[config.mk]
export PLATFORM = sky130hd
export DESIGN_NAME = ccc_regs
export DESIGN_NICKNAME = d
export VERILOG_FILES = /design/src/inc/ccc_pkg.sv /design/src/core/ccc_avmm_slave.sv /design/src/core/ccc_cal_word.sv /design/src/core/ccc_regs.sv
export VERILOG_INCLUDE_DIRS = /design/src /design/src/inc
export SDC_FILE = /design/constraint.sdc
export NUM_CORES = 1
export LEC_CHECK = 0
export BUFFER_PORTS_ARGS = -buffer_cell sky130_fd_sc_hd__buf_4
export CAP_MARGIN = 20
export CORE_MARGIN = 3
export CORE_UTILIZATION = 57
export DETAILED_ROUTE_END_ITERATION = 8
export GPL_ROUTABILITY_DRIVEN = 0
export PLACE_DENSITY = 0.85
export SYNTH_ARGS = -nofsm -noshare
export SYNTH_HDL_FRONTEND = slang
export SYNTH_SLANG_ARGS = --single-unit
export TNS_END_PERCENT = 30
[constraint.sdc]
create_clock -name CLK -period 6.4 [get_ports CLK]
set_input_delay 1.28 -clock CLK [delete_from_list [all_inputs] [get_ports CLK]]
set_output_delay 1.28 -clock CLK [all_outputs]
set_load 0.1 [all_outputs]
[src/inc/ccc_params.svh]
`ifndef CCC_PARAMS_SVH
`define CCC_PARAMS_SVH

// ----------------------------------------------------------------
// Register indexes (byte address is four times the index)
// ----------------------------------------------------------------
`define CCC_IDX_CH2_OFS_HI  6'h14
`define CCC_IDX_CH2_OFS_LO  6'h15
`define CCC_IDX_CH2_GAIN_HI 6'h16
`define CCC_IDX_CH2_GAIN_LO 6'h17
`define CCC_IDX_CH3_CONFIG     6'h18
`define CCC_IDX_CH3_OFS_HI  6'h19
`define CCC_IDX_CH3_OFS_LO  6'h1a

// ----------------------------------------------------------------
// Reset values
// ----------------------------------------------------------------
`define CCC_RST_OFS_HI      16'h0000
`define CCC_RST_GAIN_HI     16'h8000
`define CCC_RST_LOW_BYTE    8'h00
`define CCC_RST_PHASE       10'h000
`define CCC_RST_DC_DIS      1'b0
`define CCC_RST_RDATA       32'h0000_0000

// ----------------------------------------------------------------
// Field positions
// ----------------------------------------------------------------
`define CCC_LOW_MSB         15
`define CCC_LOW_LSB         8
`define CCC_PHASE_MSB       15
`define CCC_PHASE_LSB       6
`define CCC_PHASE_SPLIT     2
`define CCC_DC_DIS_BIT      2
`define CCC_SEL_MSB         1
`define CCC_SEL_LSB         0
`define CCC_ADDR_IDX_MSB    7
`define CCC_ADDR_IDX_LSB    2

`endif

[src/inc/ccc_pkg.sv]
package ccc_pkg;

  // Channel 3 input selection encoding
  typedef enum logic [1:0] {
    CCC_SEL_PINS,
    CCC_SEL_SHORT,
    CCC_SEL_POS_DC,
    CCC_SEL_NEG_DC
  } ccc_in_sel_t;

  // Bus answer states
  typedef enum logic {
    CCC_BUS_IDLE,
    CCC_BUS_ACK
  } ccc_bus_state_t;

endpackage

[src/core/ccc_avmm_slave.sv]
`timescale 1ns/1ps

module ccc_avmm_slave
  import ccc_pkg::*;
(
  input  wire logic CLK,
  input  wire logic RST_N,
  input  wire logic bus_read,
  input  wire logic bus_write,
  output logic      bus_waitrequest,
  output logic      take,
  output logic      ack
);

  ccc_bus_state_t state_q;
  ccc_bus_state_t state_d;

  // ----------------------------------------------------------------
  // Handshake: one wait cycle, answer on the second edge
  // ----------------------------------------------------------------
  always_comb begin
    state_d = state_q;
    case (state_q)
      CCC_BUS_IDLE: begin
        if (bus_read || bus_write) begin
          state_d = CCC_BUS_ACK;
        end
      end
      CCC_BUS_ACK: begin
        state_d = CCC_BUS_IDLE;
      end
      default: begin
        state_d = CCC_BUS_IDLE;
      end
    endcase
  end

  // State register
  always_ff @(posedge CLK) begin
    if (!RST_N) begin
      state_q <= CCC_BUS_IDLE;
    end else begin
      state_q <= state_d;
    end
  end

  // Request seen while idle, and answer cycle
  assign take            = (state_q == CCC_BUS_IDLE) && (bus_read || bus_write);
  assign ack             = (state_q == CCC_BUS_ACK);
  assign bus_waitrequest = !ack;

endmodule

[src/core/ccc_cal_word.sv]
`timescale 1ns/1ps

module ccc_cal_word (
  input  wire logic        CLK,
  input  wire logic        RST_N,
  input  wire logic [15:0] upper,
  input  wire logic [7:0]  lower,
  input  wire logic [23:0] reset_word,
  output logic      [23:0] word
);

  // Joined correction word, registered for the datapath
  always_ff @(posedge CLK) begin
    if (!RST_N) begin
      word <= reset_word;
    end else begin
      word <= {upper, lower};
    end
  end

endmodule

[src/core/ccc_regs.sv]
// Behaviour
// RL1: Ch2 offset bits 23:8, read/write, reset zero
// RL2: Ch2 offset low byte; bits 7:0 read zero
// RL3: Ch2 gain bits 23:8, reset 8000h
// RL4: Ch2 gain low byte, reset zero, reserved zero
// RL5: Ch3 phase delay, 10-bit signed, bits 15:6
// RL6: Ch3 config bits 5:3 read zero
// RL7: Ch3 DC filter disable overrides global setting
// RL8: Ch3 input select: pins, short, +DC, -DC
// RL9: Ch3 offset bits 23:8, read/write, reset zero
// RL10: Correction word is upper register plus byte
`timescale 1ns/1ps

`include "ccc_params.svh"

module ccc_regs (
  input  wire logic               CLK,
  input  wire logic               RST_N,
  input  wire logic [7:0]         AVS_ADDRESS,
  input  wire logic               AVS_READ,
  input  wire logic               AVS_WRITE,
  input  wire logic [31:0]        AVS_WRITEDATA,
  input  wire logic [3:0]         AVS_BYTEENABLE,
  output logic      [31:0]        AVS_READDATA,
  output logic                    AVS_WAITREQUEST,
  input  wire logic               GLOBAL_DC_FILTER_SETTING,
  output logic      [23:0]        CH2_OFFSET_WORD,
  output logic      [23:0]        CH2_GAIN_WORD,
  output logic      [23:0]        CH3_OFFSET_WORD,
  output logic      [9:0]         CH3_PHASE_DELAY,
  output logic                    CH3_DC_FILTER_DISABLE,
  output logic                    CH3_DC_FILTER_ACTIVE,
  output ccc_pkg::ccc_in_sel_t    CH3_INPUT_SELECT,
  output logic                    CH3_INPUTS_SHORTED,
  output logic                    CH3_TEST_ENABLE,
  output logic                    CH3_TEST_NEGATIVE
);

  import ccc_pkg::*;

  // ----------------------------------------------------------------
  // Calibration pair table: 0 = ch2 offset, 1 = ch2 gain, 2 = ch3 offset
  // ----------------------------------------------------------------
  localparam int NUM_CAL = 3;

  // Index of each upper half
  localparam logic [5:0] HI_IDX [NUM_CAL] = '{
    `CCC_IDX_CH2_OFS_HI, `CCC_IDX_CH2_GAIN_HI, `CCC_IDX_CH3_OFS_HI
  };
  // Index of each lower half
  localparam logic [5:0] LO_IDX [NUM_CAL] = '{
    `CCC_IDX_CH2_OFS_LO, `CCC_IDX_CH2_GAIN_LO, `CCC_IDX_CH3_OFS_LO
  };
  // Reset value of each upper half
  localparam logic [15:0] HI_RST [NUM_CAL] = '{
    `CCC_RST_OFS_HI, `CCC_RST_GAIN_HI, `CCC_RST_OFS_HI
  };

  // Bus side
  logic        take;
  logic        ack;
  logic [5:0]  idx;
  logic        aligned;
  logic        wr_en;
  logic [15:0] wdata;
  logic [1:0]  be;
  logic [31:0] rdata_d;

  // Calibration storage
  logic [15:0] hi_q [NUM_CAL];
  logic [7:0]  lo_q [NUM_CAL];
  logic [23:0] word [NUM_CAL];

  // Channel 3 storage and decoded flags
  logic [9:0]  phase_q;
  logic        dc_dis_q;
  ccc_in_sel_t sel_q;
  logic        dc_active_q;
  logic        short_q;
  logic        test_en_q;
  logic        test_neg_q;

  // ----------------------------------------------------------------
  // Bus slave
  // ----------------------------------------------------------------
  // One wait state per access; waitrequest drops only in the answer cycle
  ccc_avmm_slave u_slave (
    .CLK             (CLK),
    .RST_N           (RST_N),
    .bus_read        (AVS_READ),
    .bus_write       (AVS_WRITE),
    .bus_waitrequest (AVS_WAITREQUEST),
    .take            (take),
    .ack             (ack)
  );

  // ----------------------------------------------------------------
  // Address decode and write strobe
  // ----------------------------------------------------------------
  // Address decode; unaligned byte addresses map to nothing
  // Byte lanes 3:2 and data bits 31:16 reach no register field
  assign idx     = AVS_ADDRESS[`CCC_ADDR_IDX_MSB:`CCC_ADDR_IDX_LSB];
  assign aligned = (AVS_ADDRESS[1:0] == 2'h0);
  assign wdata   = AVS_WRITEDATA[15:0];
  assign be      = AVS_BYTEENABLE[1:0];

  // Write lands on the edge where waitrequest is low
  // The take edge only starts the wait; nothing is written there
  assign wr_en   = ack && AVS_WRITE && aligned;

  // ----------------------------------------------------------------
  // Calibration register pairs
  // ----------------------------------------------------------------
  genvar gi;
  generate
    for (gi = 0; gi < NUM_CAL; gi++) begin : g_cal
      // Each half updates on its own write; software writes the upper
      // half first, since the joined word shows a mix for one access
      // RL1: upper word store
      // RL3: gain upper reset
      // RL9: ch3 upper store
      always_ff @(posedge CLK) begin
        if (!RST_N) begin
          hi_q[gi] <= HI_RST[gi];
        end else if (wr_en && (idx == HI_IDX[gi])) begin
          if (be[0]) begin
            hi_q[gi][7:0] <= wdata[7:0];
          end
          if (be[1]) begin
            hi_q[gi][15:8] <= wdata[15:8];
          end
        end
      end

      // RL2: low byte store
      // RL4: gain low byte
      always_ff @(posedge CLK) begin
        if (!RST_N) begin
          lo_q[gi] <= `CCC_RST_LOW_BYTE;
        end else if (wr_en && (idx == LO_IDX[gi]) && be[1]) begin
          lo_q[gi] <= wdata[`CCC_LOW_MSB:`CCC_LOW_LSB];
        end
      end

      // RL10: join correction word
      ccc_cal_word u_word (
        .CLK        (CLK),
        .RST_N      (RST_N),
        .upper      (hi_q[gi]),
        .lower      (lo_q[gi]),
        .reset_word ({HI_RST[gi], `CCC_RST_LOW_BYTE}),
        .word       (word[gi])
      );
    end
  endgenerate

  // ----------------------------------------------------------------
  // Correction word outputs
  // ----------------------------------------------------------------
  // Words trail their registers by one clock
  assign CH2_OFFSET_WORD = word[0];
  assign CH2_GAIN_WORD   = word[1];
  assign CH3_OFFSET_WORD = word[2];

  // ----------------------------------------------------------------
  // Channel 3 configuration
  // ----------------------------------------------------------------
  // Phase field straddles both byte lanes; each lane writes its own bits
  // RL5: phase delay store
  always_ff @(posedge CLK) begin
    if (!RST_N) begin
      phase_q <= `CCC_RST_PHASE;
    end else if (wr_en && (idx == `CCC_IDX_CH3_CONFIG)) begin
      if (be[1]) begin
        phase_q[9:`CCC_PHASE_SPLIT] <= wdata[15:8];
      end
      if (be[0]) begin
        phase_q[`CCC_PHASE_SPLIT-1:0] <= wdata[7:`CCC_PHASE_LSB];
      end
    end
  end

  // Bit 2 is the only writable bit between select and phase fields
  // RL7: channel filter disable
  always_ff @(posedge CLK) begin
    if (!RST_N) begin
      dc_dis_q <= `CCC_RST_DC_DIS;
    end else if (wr_en && (idx == `CCC_IDX_CH3_CONFIG) && be[0]) begin
      dc_dis_q <= wdata[`CCC_DC_DIS_BIT];
    end
  end

  // All four codes are legal, so the field is stored as written
  // RL8: input select store
  always_ff @(posedge CLK) begin
    if (!RST_N) begin
      sel_q <= CCC_SEL_PINS;
    end else if (wr_en && (idx == `CCC_IDX_CH3_CONFIG) && be[0]) begin
      sel_q <= ccc_in_sel_t'(wdata[`CCC_SEL_MSB:`CCC_SEL_LSB]);
    end
  end

  // ----------------------------------------------------------------
  // Channel 3 derived controls
  // ----------------------------------------------------------------
  // Decoded controls are registered so the datapath sees one clean level
  // per cycle; they trail the stored fields by one clock

  // RL7: filter follows global unless disabled
  always_ff @(posedge CLK) begin
    if (!RST_N) begin
      dc_active_q <= 1'b0;
    end else begin
      dc_active_q <= GLOBAL_DC_FILTER_SETTING && !dc_dis_q;
    end
  end

  // Codes are exhaustive; the default only catches unknown values
  // RL8: decode input source
  always_ff @(posedge CLK) begin
    if (!RST_N) begin
      short_q    <= 1'b0;
      test_en_q  <= 1'b0;
      test_neg_q <= 1'b0;
    end else begin
      case (sel_q)
        CCC_SEL_PINS: begin
          short_q    <= 1'b0;
          test_en_q  <= 1'b0;
          test_neg_q <= 1'b0;
        end
        CCC_SEL_SHORT: begin
          short_q    <= 1'b1;
          test_en_q  <= 1'b0;
          test_neg_q <= 1'b0;
        end
        CCC_SEL_POS_DC: begin
          short_q    <= 1'b0;
          test_en_q  <= 1'b1;
          test_neg_q <= 1'b0;
        end
        CCC_SEL_NEG_DC: begin
          short_q    <= 1'b0;
          test_en_q  <= 1'b1;
          test_neg_q <= 1'b1;
        end
        default: begin
          short_q    <= 1'b0;
          test_en_q  <= 1'b0;
          test_neg_q <= 1'b0;
        end
      endcase
    end
  end

  // ----------------------------------------------------------------
  // Channel 3 outputs
  // ----------------------------------------------------------------
  // Configuration fields drive the pins straight from their registers
  assign CH3_PHASE_DELAY       = phase_q;
  assign CH3_DC_FILTER_DISABLE = dc_dis_q;
  assign CH3_DC_FILTER_ACTIVE  = dc_active_q;
  assign CH3_INPUT_SELECT      = sel_q;
  assign CH3_INPUTS_SHORTED    = short_q;
  assign CH3_TEST_ENABLE       = test_en_q;
  assign CH3_TEST_NEGATIVE     = test_neg_q;

  // ----------------------------------------------------------------
  // Read back
  // ----------------------------------------------------------------
  // Readback mux; unmapped and reserved bits give zero
  // Register indexes are unique, so at most one match drives each bit
  always_comb begin
    rdata_d = 32'h0000_0000;
    if (aligned) begin
      for (int i = 0; i < NUM_CAL; i++) begin
        if (idx == HI_IDX[i]) begin
          rdata_d[15:0] = hi_q[i];
        end
        // RL2: reserved low byte zero
        if (idx == LO_IDX[i]) begin
          rdata_d[`CCC_LOW_MSB:`CCC_LOW_LSB] = lo_q[i];
        end
      end
      // RL6: reserved bits zero
      if (idx == `CCC_IDX_CH3_CONFIG) begin
        rdata_d[`CCC_PHASE_MSB:`CCC_PHASE_LSB] = phase_q;
        rdata_d[`CCC_DC_DIS_BIT]               = dc_dis_q;
        rdata_d[`CCC_SEL_MSB:`CCC_SEL_LSB]     = sel_q;
      end
    end
  end

  // No write can land between take and answer, so early capture is safe
  // Read data captured when the request is taken, stands until next read
  always_ff @(posedge CLK) begin
    if (!RST_N) begin
      AVS_READDATA <= `CCC_RST_RDATA;
    end else if (take && AVS_READ) begin
      AVS_READDATA <= rdata_d;
    end
  end

endmodule

# == Word level (Yosys, flattened, before mapping) ==
# Memory sizes are Yosys's and may differ from the RTL's.
# Cells that the tools add are included.
# op_classes
eq_ne,10
mux,53
bitwise_logic,10
reduce_logical,27
# op_table
operator,count
$mux W8,12
$mux W16,4
$eq A6 B5 Y1 const B,7
$mux W1,31
$logic_and A1 B1 Y1,16
$mux W10,1
$or A1 B1 Y1,9
$pmux W1 S2,4
$reduce_or A3 Y1,2
$eq A2 B2 Y1 const B,2
$logic_not A2 Y1,2
$reduce_and A2 Y1,2
$reduce_or A2 Y1,2
$mux W3,1
$eq A2 B1 Y1 const B,1
$logic_not A1 Y1,2
$logic_or A1 B1 Y1,1
$not A1 Y1,1
# totals
regBits,106
ram_bits,72
inputBits,49
out_inout_bits,122
word_cells,115
memories,2
# memory_table
name,words,width,read_ports,rd_clocked_by_memory_dff,wr,line_no,text
hi_q,3,16,3,0,3,ccc_regs.sv:70,logic [15:0] hi_q [NUM_CAL];
lo_q,3,8,3,0,3,ccc_regs.sv:71,logic [7:0] lo_q [NUM_CAL];

# == Longest topological paths before layout ==
# Gate-level depths: netlist of the first run.
# depth
ltp_word,9
mapped_depth,6
ltp_nobuf,4

# == Modules after synthesis ==
# Synthesis of the first run repeated with hierarchy kept, for this count alone.
# unflattened
hier_cells,526
area_unflattened_um2,7410.9
# modules_own_cells
mod,n_inst,cells_each,area_per_inst_um2,seq_area_each_um2
ccc_regs,1,368,4735.8,2822.7
ccc_cal_word,3,51,877.1,480.5
ccc_avmm_slave,1,5,43.8,20.0

# == Least setup slack after synthesis of the first run ==
# OpenSTA, ideal clock, no wires.
# synth_path
path_kind,input -> register
start,input port AVS_ADDRESS[7]
end,memory hi_q[2][0] (enable)
setup_ps,384
t_arrival_ps,2601
t_required_ps,6016
setup_slack_ps,3414
path_stages,5
n_path_buf,2
path_cell_list,and4bb_2 -> buf_4 -> nand3b_2 -> buf_4 -> o21ai_0
# synth_lines
element,line_no,text
"start, declared",ccc_regs.sv:19,"input wire logic [7:0] AVS_ADDRESS,"
"end, declared",ccc_regs.sv:70,

==> results of run 1 <==
metal layers:
metal	vias up	track usage, %	wire length, um
met5	-	0	0
met4	0	10.3	419
met3	31	4.42	1100
met2	177	37.0	7210
met1	2066	31.2	6080
li1	2050	-	-
power by group through the flow:
stage	registers, W	logic, W	clock network, W
global placement	0.00125	0.000275	0
finish	0.00122	0.000281	0.00102
CTS	0.00122	0.000280	0.00103
floorplan	0.00136	0.000104	0
global route	0.00122	0.000291	0.00109
detailed placement	0.00125	0.000279	0
placed cells by master (no fill, tap or decap), drive strengths merged, types with 2 or more instances in the layout:
| cell type | instances |
|---|---|
| a221oi | 7 |
| a32oi | 4 |
| nand2 | 13 |
| mux4 | 8 |
| and4bb | 2 |
| mux2i | 20 |
| o31ai | 6 |
| nor2b | 15 |
| o2bb2ai | 7 |
| buf | 142 |
| dfxtp | 106 |
| and3 | 2 |
| clkinv | 6 |
| conb | 16 |
| nand4 | 2 |
| bufinv | 3 |
| clkbuf | 17 |
| o21ai | 17 |
| clkinvlp | 4 |
| nand4bb | 2 |
| and2 | 146 |
| edfxtp | 72 |
| a221o | 7 |
| nor2 | 16 |
| nand3 | 3 |
| inv | 3 |
| nor3 | 3 |
| nand3b | 4 |
kinds of logic after synthesis:
| kind of cell | share of synthesized area (%) |
|---|---|
| AND/OR/NAND/NOR | 21.0 |
| buffers and inverters | 3.76 |
| flip-flops | 63.4 |
| other | 0.0555 |
| multiplexers | 5.63 |
| AO/OA/AOI/OAI | 6.13 |
through the flow:
step / worst slack (ns) / hold WS (ns)
3_3_place_gp: 2.38 / 0.450
4_1_cts: 2.89 / 0.467
5_1_grt: 2.71 / 0.493
2_1_floorplan: 3.41 / 0.423
3_5_place_dp: 2.43 / 0.453
6_report: 2.96 / 0.469
sequential cells by signal (all words and copies together) (netlist names):
name and cells:
AVS_READDATA 16, CH3_TEST_ENABLE 1, CH3_TEST_NEGATIVE 1, u_slave.ack 1, lo_q 24, CH3_DC_FILTER_DISABLE 1
CH3_INPUTS_SHORTED 1, CH3_DC_FILTER_ACTIVE 1, g_cal.u_word.word 72, CH3_INPUT_SELECT 2, hi_q 48, CH3_PHASE_DELAY 10
cell type report:
class,instances,area (um^2),area share [%]
tap,143,179,2.13
clock buffer,17,425,5.07
timing repair buffer,142,1050,12.6
clock inverter,15,164,1.95
inverter,1,3.75,0.0447
multi-input combinational,313,2280,27.2
sequential,178,4280,51.1
worst max path at each step:
stage                   start     endpoint  slack (ns)  cells after the start
2_1_floorplan  AVS_ADDRESS[7]   hi_q[2][0]        3.41                      5
3_3_place_gp   AVS_ADDRESS[1]   hi_q[0][8]        2.38                      4
3_5_place_dp   AVS_ADDRESS[1]   lo_q[2][0]        2.43                      4
4_1_cts        AVS_ADDRESS[1]   lo_q[2][1]        2.89                      4
5_1_grt        AVS_ADDRESS[1]  hi_q[1][15]        2.71                      4
6_report       AVS_ADDRESS[1]  hi_q[2][14]        2.96                      4
critical path, stage by stage:
cell	delay (ns)
buf_4	0.12
nor4bb_2	0.88
nand2_1	0.33
o21ai_0	0.87
==> run_results.csv, run 1 <==
group,metric,value,unit
global_route,antenna_found_initial,0,
cells_and_area,post_route_cells_drive_above_1_share,30.2,%
global_route,grt_overflow,0,
power,p_sw_share,25.7,%
placed_design,dp_cells,774,
worst_setup_path,cp_data_required_time,6.44,ns
worst_hold_path,min_path_type,"flop to flop",
worst_setup_path,path_class,"primary input to flop",
synthesis,netlist_top_cells_area,"edfxtp_1 (32%), dfxtp_1 (31%), and2_1 (14%)",
power,internal_power,0.00188,W
global_route,grt_pass1_vias,4320,
synthesis,synth.avg_cell_area,13.1,um^2
route,viasPerCell,5.34,
worst_hold_path,hold_start,"AVS_READDATA[3]",
floorplanning,die_x,115,um
worst_hold_path,min_path_cells,2,
worst_setup_path,worst_r2r_path_depth,3,
global_route,grt_max_degree,104,
clocking,cts_tree,"done",
route,dr.pass1.iters,5,
route,routed_wl,14800,um
clocking,cts_setup_buffers,0,
global_route,track_usage,23.2,%
cells_and_area,nFillCells,779,
timing,slew_headroom,25.2,%
worst_setup_path,worstPathArrival,3.48,ns
route,initialDrtViolationCount,458,
synthesis,synth-seq-area-share,63.4,%
cells_and_area,layoutNonFillerInstCount,809,
placed_design,place_area,7790,um^2
clocking,cts_sinks,178,
floorplanning,dieArea,13200,um^2
power,p_clk_share,40.5,%
synthesis,postSynthCellCount,517,
cells_and_area,final_util,72.9,%
cells_and_area,fin_area,8390,um^2
placed_design,io_buffers,136,
clocking,cts-root-buf,"clkbuf_16",
timing,tightest_slew,1.11,ns
floorplanning,initial_core_util,58.7,%
synthesis,ys_warn_count,0,
worst_setup_path,r2r_slack,3.65,ns
timing,slew_viol_final,0,
synthesis,synth_flop_cell,"dfxtp_1",
status,status,"finished, final reports clean",
synthesis,yosys.area.top_type,"edfxtp_1",
floorplanning,num_rows,39,
floorplanning,die_y,115,um
clocking,clock_latency,0.42,ns
synthesis,synth-edff-count,72,
worst_setup_path,cp_max_fo,8,
worst_setup_path,r2r_end,"hi_q[2][14]",
power,p_switching,0.000649,W
clocking,clockBufferDepth,2,
route,drc,0,
synthesis,ys_seq_elements,178,
timing,rsz0062_at_grt,"no",
clocking,clkTransAtPathRegs,0.06,ns
route,vias,4324,
worst_setup_path,end_kind,"flop",
timing,hold_viol_final,0,
power,finalPower,0.00253,W
synthesis,synth_top_area_share,32.0,%
floorplanning,ios,171,
synthesis,synth_area,6760,um^2
synthesis,yosysMostFrequentCell,"and2_1",
placed_design,hpwlAfterDp,10700,um
global_route,grt_pass1_wl,23200,um
clocking,cts_buffers,17,
clocking,ctsResizeCount,0,
cells_and_area,antennaDiodeCount,0,
timing,tns,0,ns
power,p_leak,3.55,nW
synthesis,netlist_top_cells_count,"and2_1 (146), dfxtp_1 (106), edfxtp_1 (72)",
timing,max_freq,291,MHz
clocking,cts-hold-fix-buffers,0,
synthesis,synth_cell_type_count,49,
clocking,htreeDepth,4,
power,ir_drop,0.212,mV
route,postRouteAntennaNets,0,
floorplanning,core_area,11500,um^2
timing,finalCritPeriodShare,53.7,%
cells_and_area,syn_to_final_growth,24.2,%
worst_setup_path,start_kind,"primary input",
timing,setup_viol,0,
timing,skew,0.00997,ns
cells_and_area,final_nets,702,
synthesis,synthArstFlopShare,0,%
power,combPwrFrac,11.1,%
worst_setup_path,rr_startpoint,"u_slave.ack",
worst_hold_path,min_to,"AVS_READDATA[3]",
route,wire_per_inst,18.3,um
power,seqPwrFrac,48.4,%
run,cap_violations,0,
timing,fin_crit,3.44,ns
power,power_density,301,nW/um^2
No activity file was read; power rests on OpenSTA's default activity.
==> inputs of run 2 (changes only) <==
- CORE_UTILIZATION: 57 -> 48
- PLACE_DENSITY: 0.85 -> 0.76
- clock period: 6.4 -> 2.85 ns (I/O delays scaled with it)
==> run_results.csv, run 2 (synthesis gave the netlist of run 1 again) <==
group,metric,value,unit
timing,hold_viol_final,0,
floorplanning,num_rows,42,
worst_setup_path,crit_start,"CH3_INPUT_SELECT[1]",
timing,rsz0062_at_grt,"no",
worst_hold_path,hold_start,"GLOBAL_DC_FILTER_SETTING",
power,power_density,683,nW/um^2
cells_and_area,largest_reg_flops,72,
placed_design,place_ws,0.672,ns
global_route,antenna_found_initial,0,
timing,tightest_slew,0.783,ns
global_route,grt_pass1_wl,24000,um
clocking,cts_sinks,178,
timing,slew_headroom,47.5,%
worst_setup_path,worst_r2r_path_depth,5,
clocking,ctsResizeCount,0,
global_route,grt_overflow,0,
route,vias,4381,
route,drt-met1-wl,6510,um
route,drc,0,
clocking,clockBufferDepth,2,
route,wire_per_inst,18.0,um
placed_design,io_buffers,136,
clocking,cts-root-buf,"clkbuf_16",
timing,setup_viol,0,
cells_and_area,antennaDiodeCount,0,
clocking,cts_tree,"done",
route,viasPerCell,5.17,
clocking,cts_setup_buffers,0,
worst_setup_path,r2r_end,"lo_q[0][6]",
worst_hold_path,min_path_cells,3,
power,finalPower,0.00582,W
worst_hold_path,min_path_type,"primary input to flop",
floorplanning,die_x,125,um
floorplanning,initial_core_util,50.0,%
clocking,htreeDepth,4,
timing,fin_crit,1.88,ns
global_route,grt_max_degree,69,
worst_setup_path,path_class,"flop to primary output",
worst_setup_path,r2r_slack,1.08,ns
power,p_leak,3.60,nW
worst_hold_path,min_to,"CH3_DC_FILTER_ACTIVE",
route,wl_met3,1110,um
placed_design,hpwlAfterDp,11200,um
floorplanning,ios,171,
cells_and_area,fin_area,8520,um^2
timing,skew,0.0140,ns
worst_setup_path,end_kind,"primary output",
route,initialDrtViolationCount,360,
clocking,cts-hold-fix-buffers,0,
cells_and_area,layout_commonest_cell,"buf_4",
worst_setup_path,cp_data_required_time,2.28,ns
worst_setup_path,rr_startpoint,"u_slave.ack",
timing,slew_viol_final,0,
run,cap_violations,0,
timing,max_freq,533,MHz
worst_setup_path,path_cells,"buf_4",
cells_and_area,largestRegisters,"g_cal.u_word.word (72), hi_q (48), lo_q (24)",
timing,finalCritPeriodShare,65.8,%
floorplanning,dieArea,15500,um^2
status,status,"finished, final reports clean",
route,routed_wl,15200,um
worst_setup_path,critPathBufInv,1,
route,postRouteAntennaNets,0,
floorplanning,core_area,13500,um^2
route,dr.pass1.iters,5,
timing,fin_hold_ws,0.366,ns
cells_and_area,post_route_cells_drive_above_1_share,30.8,%
global_route,grt_pass1_vias,4396,
floorplanning,die_y,125,um
worst_setup_path,critPathTopFamily,"flip-flops",
cells_and_area,final_nets,707,
route,top_layer,"met4",
route,wl_met2,7090,um
cells_and_area,regMostFlops,"g_cal.u_word.word",
clocking,clkTransAtPathRegs,0.06,ns
cells_and_area,final_cell_mix,"buf_4 (147), and2_1 (146), dfxtp_1 (106)",
cells_and_area,syn_to_final_growth,26.1,%
placed_design,place_area,7890,um^2
timing,tns,0,ns
worst_setup_path,start_kind,"flop",
worst_setup_path,worstPathArrival,1.31,ns
global_route,track_usage,20.0,%
worst_setup_path,slowest_stage,"dfxtp_1",
power,ir_drop,0.364,mV
clocking,clock_latency,0.43,ns
worst_setup_path,cp_max_fo,6,
timing,fin_ws,0.974,ns
clocking,cts_buffers,17,
worst_setup_path,slowest_delay,0.52,ns
## run 2: power by group
part           total (W)  internal, W  switching, W
combinational   0.000640     0.000136      0.000504
clock            0.00243      0.00149      0.000945
sequential       0.00274      0.00272     0.0000293
## run 2: stage by stage
step           utilization, %  std cells
2_1_floorplan               -        532
3_3_place_gp             58.4        815
3_5_place_dp             58.4        815
4_1_cts                  63.1        847
5_1_grt                  63.1        847
6_report                 63.1        847
## run 2: worst max-delay path by stage
| stage | end | cells after the start |
|---|---|---|
| 5_1_grt | lo_q[0][6] | 5 |
| 3_3_place_gp | hi_q[0][8] | 5 |
| 4_1_cts | CH3_INPUT_SELECT[1] | 1 |
| 6_report | CH3_INPUT_SELECT[1] | 1 |
| 2_1_floorplan | hi_q[2][10] | 5 |
| 3_5_place_dp | hi_q[0][5] | 5 |
## run 2: metal layers
layer / vias to the layer above / GRT usage [%]
met2: 182 / 30.6
li1: 2055 / -
met5: - / 0
met4: 0 / 10.4
met1: 2107 / 26.0
met3: 37 / 5.57
## run 2: final cells by class
type                    instances  area, um^2
clock inverters                13         183
multi-input cells             313        2280
well taps                     176         220
fillers                      1068        4990
repair buffers                147        1100
flip-flops and latches        178        4280
inverters                       1        3.75
clock buffers                  19         443
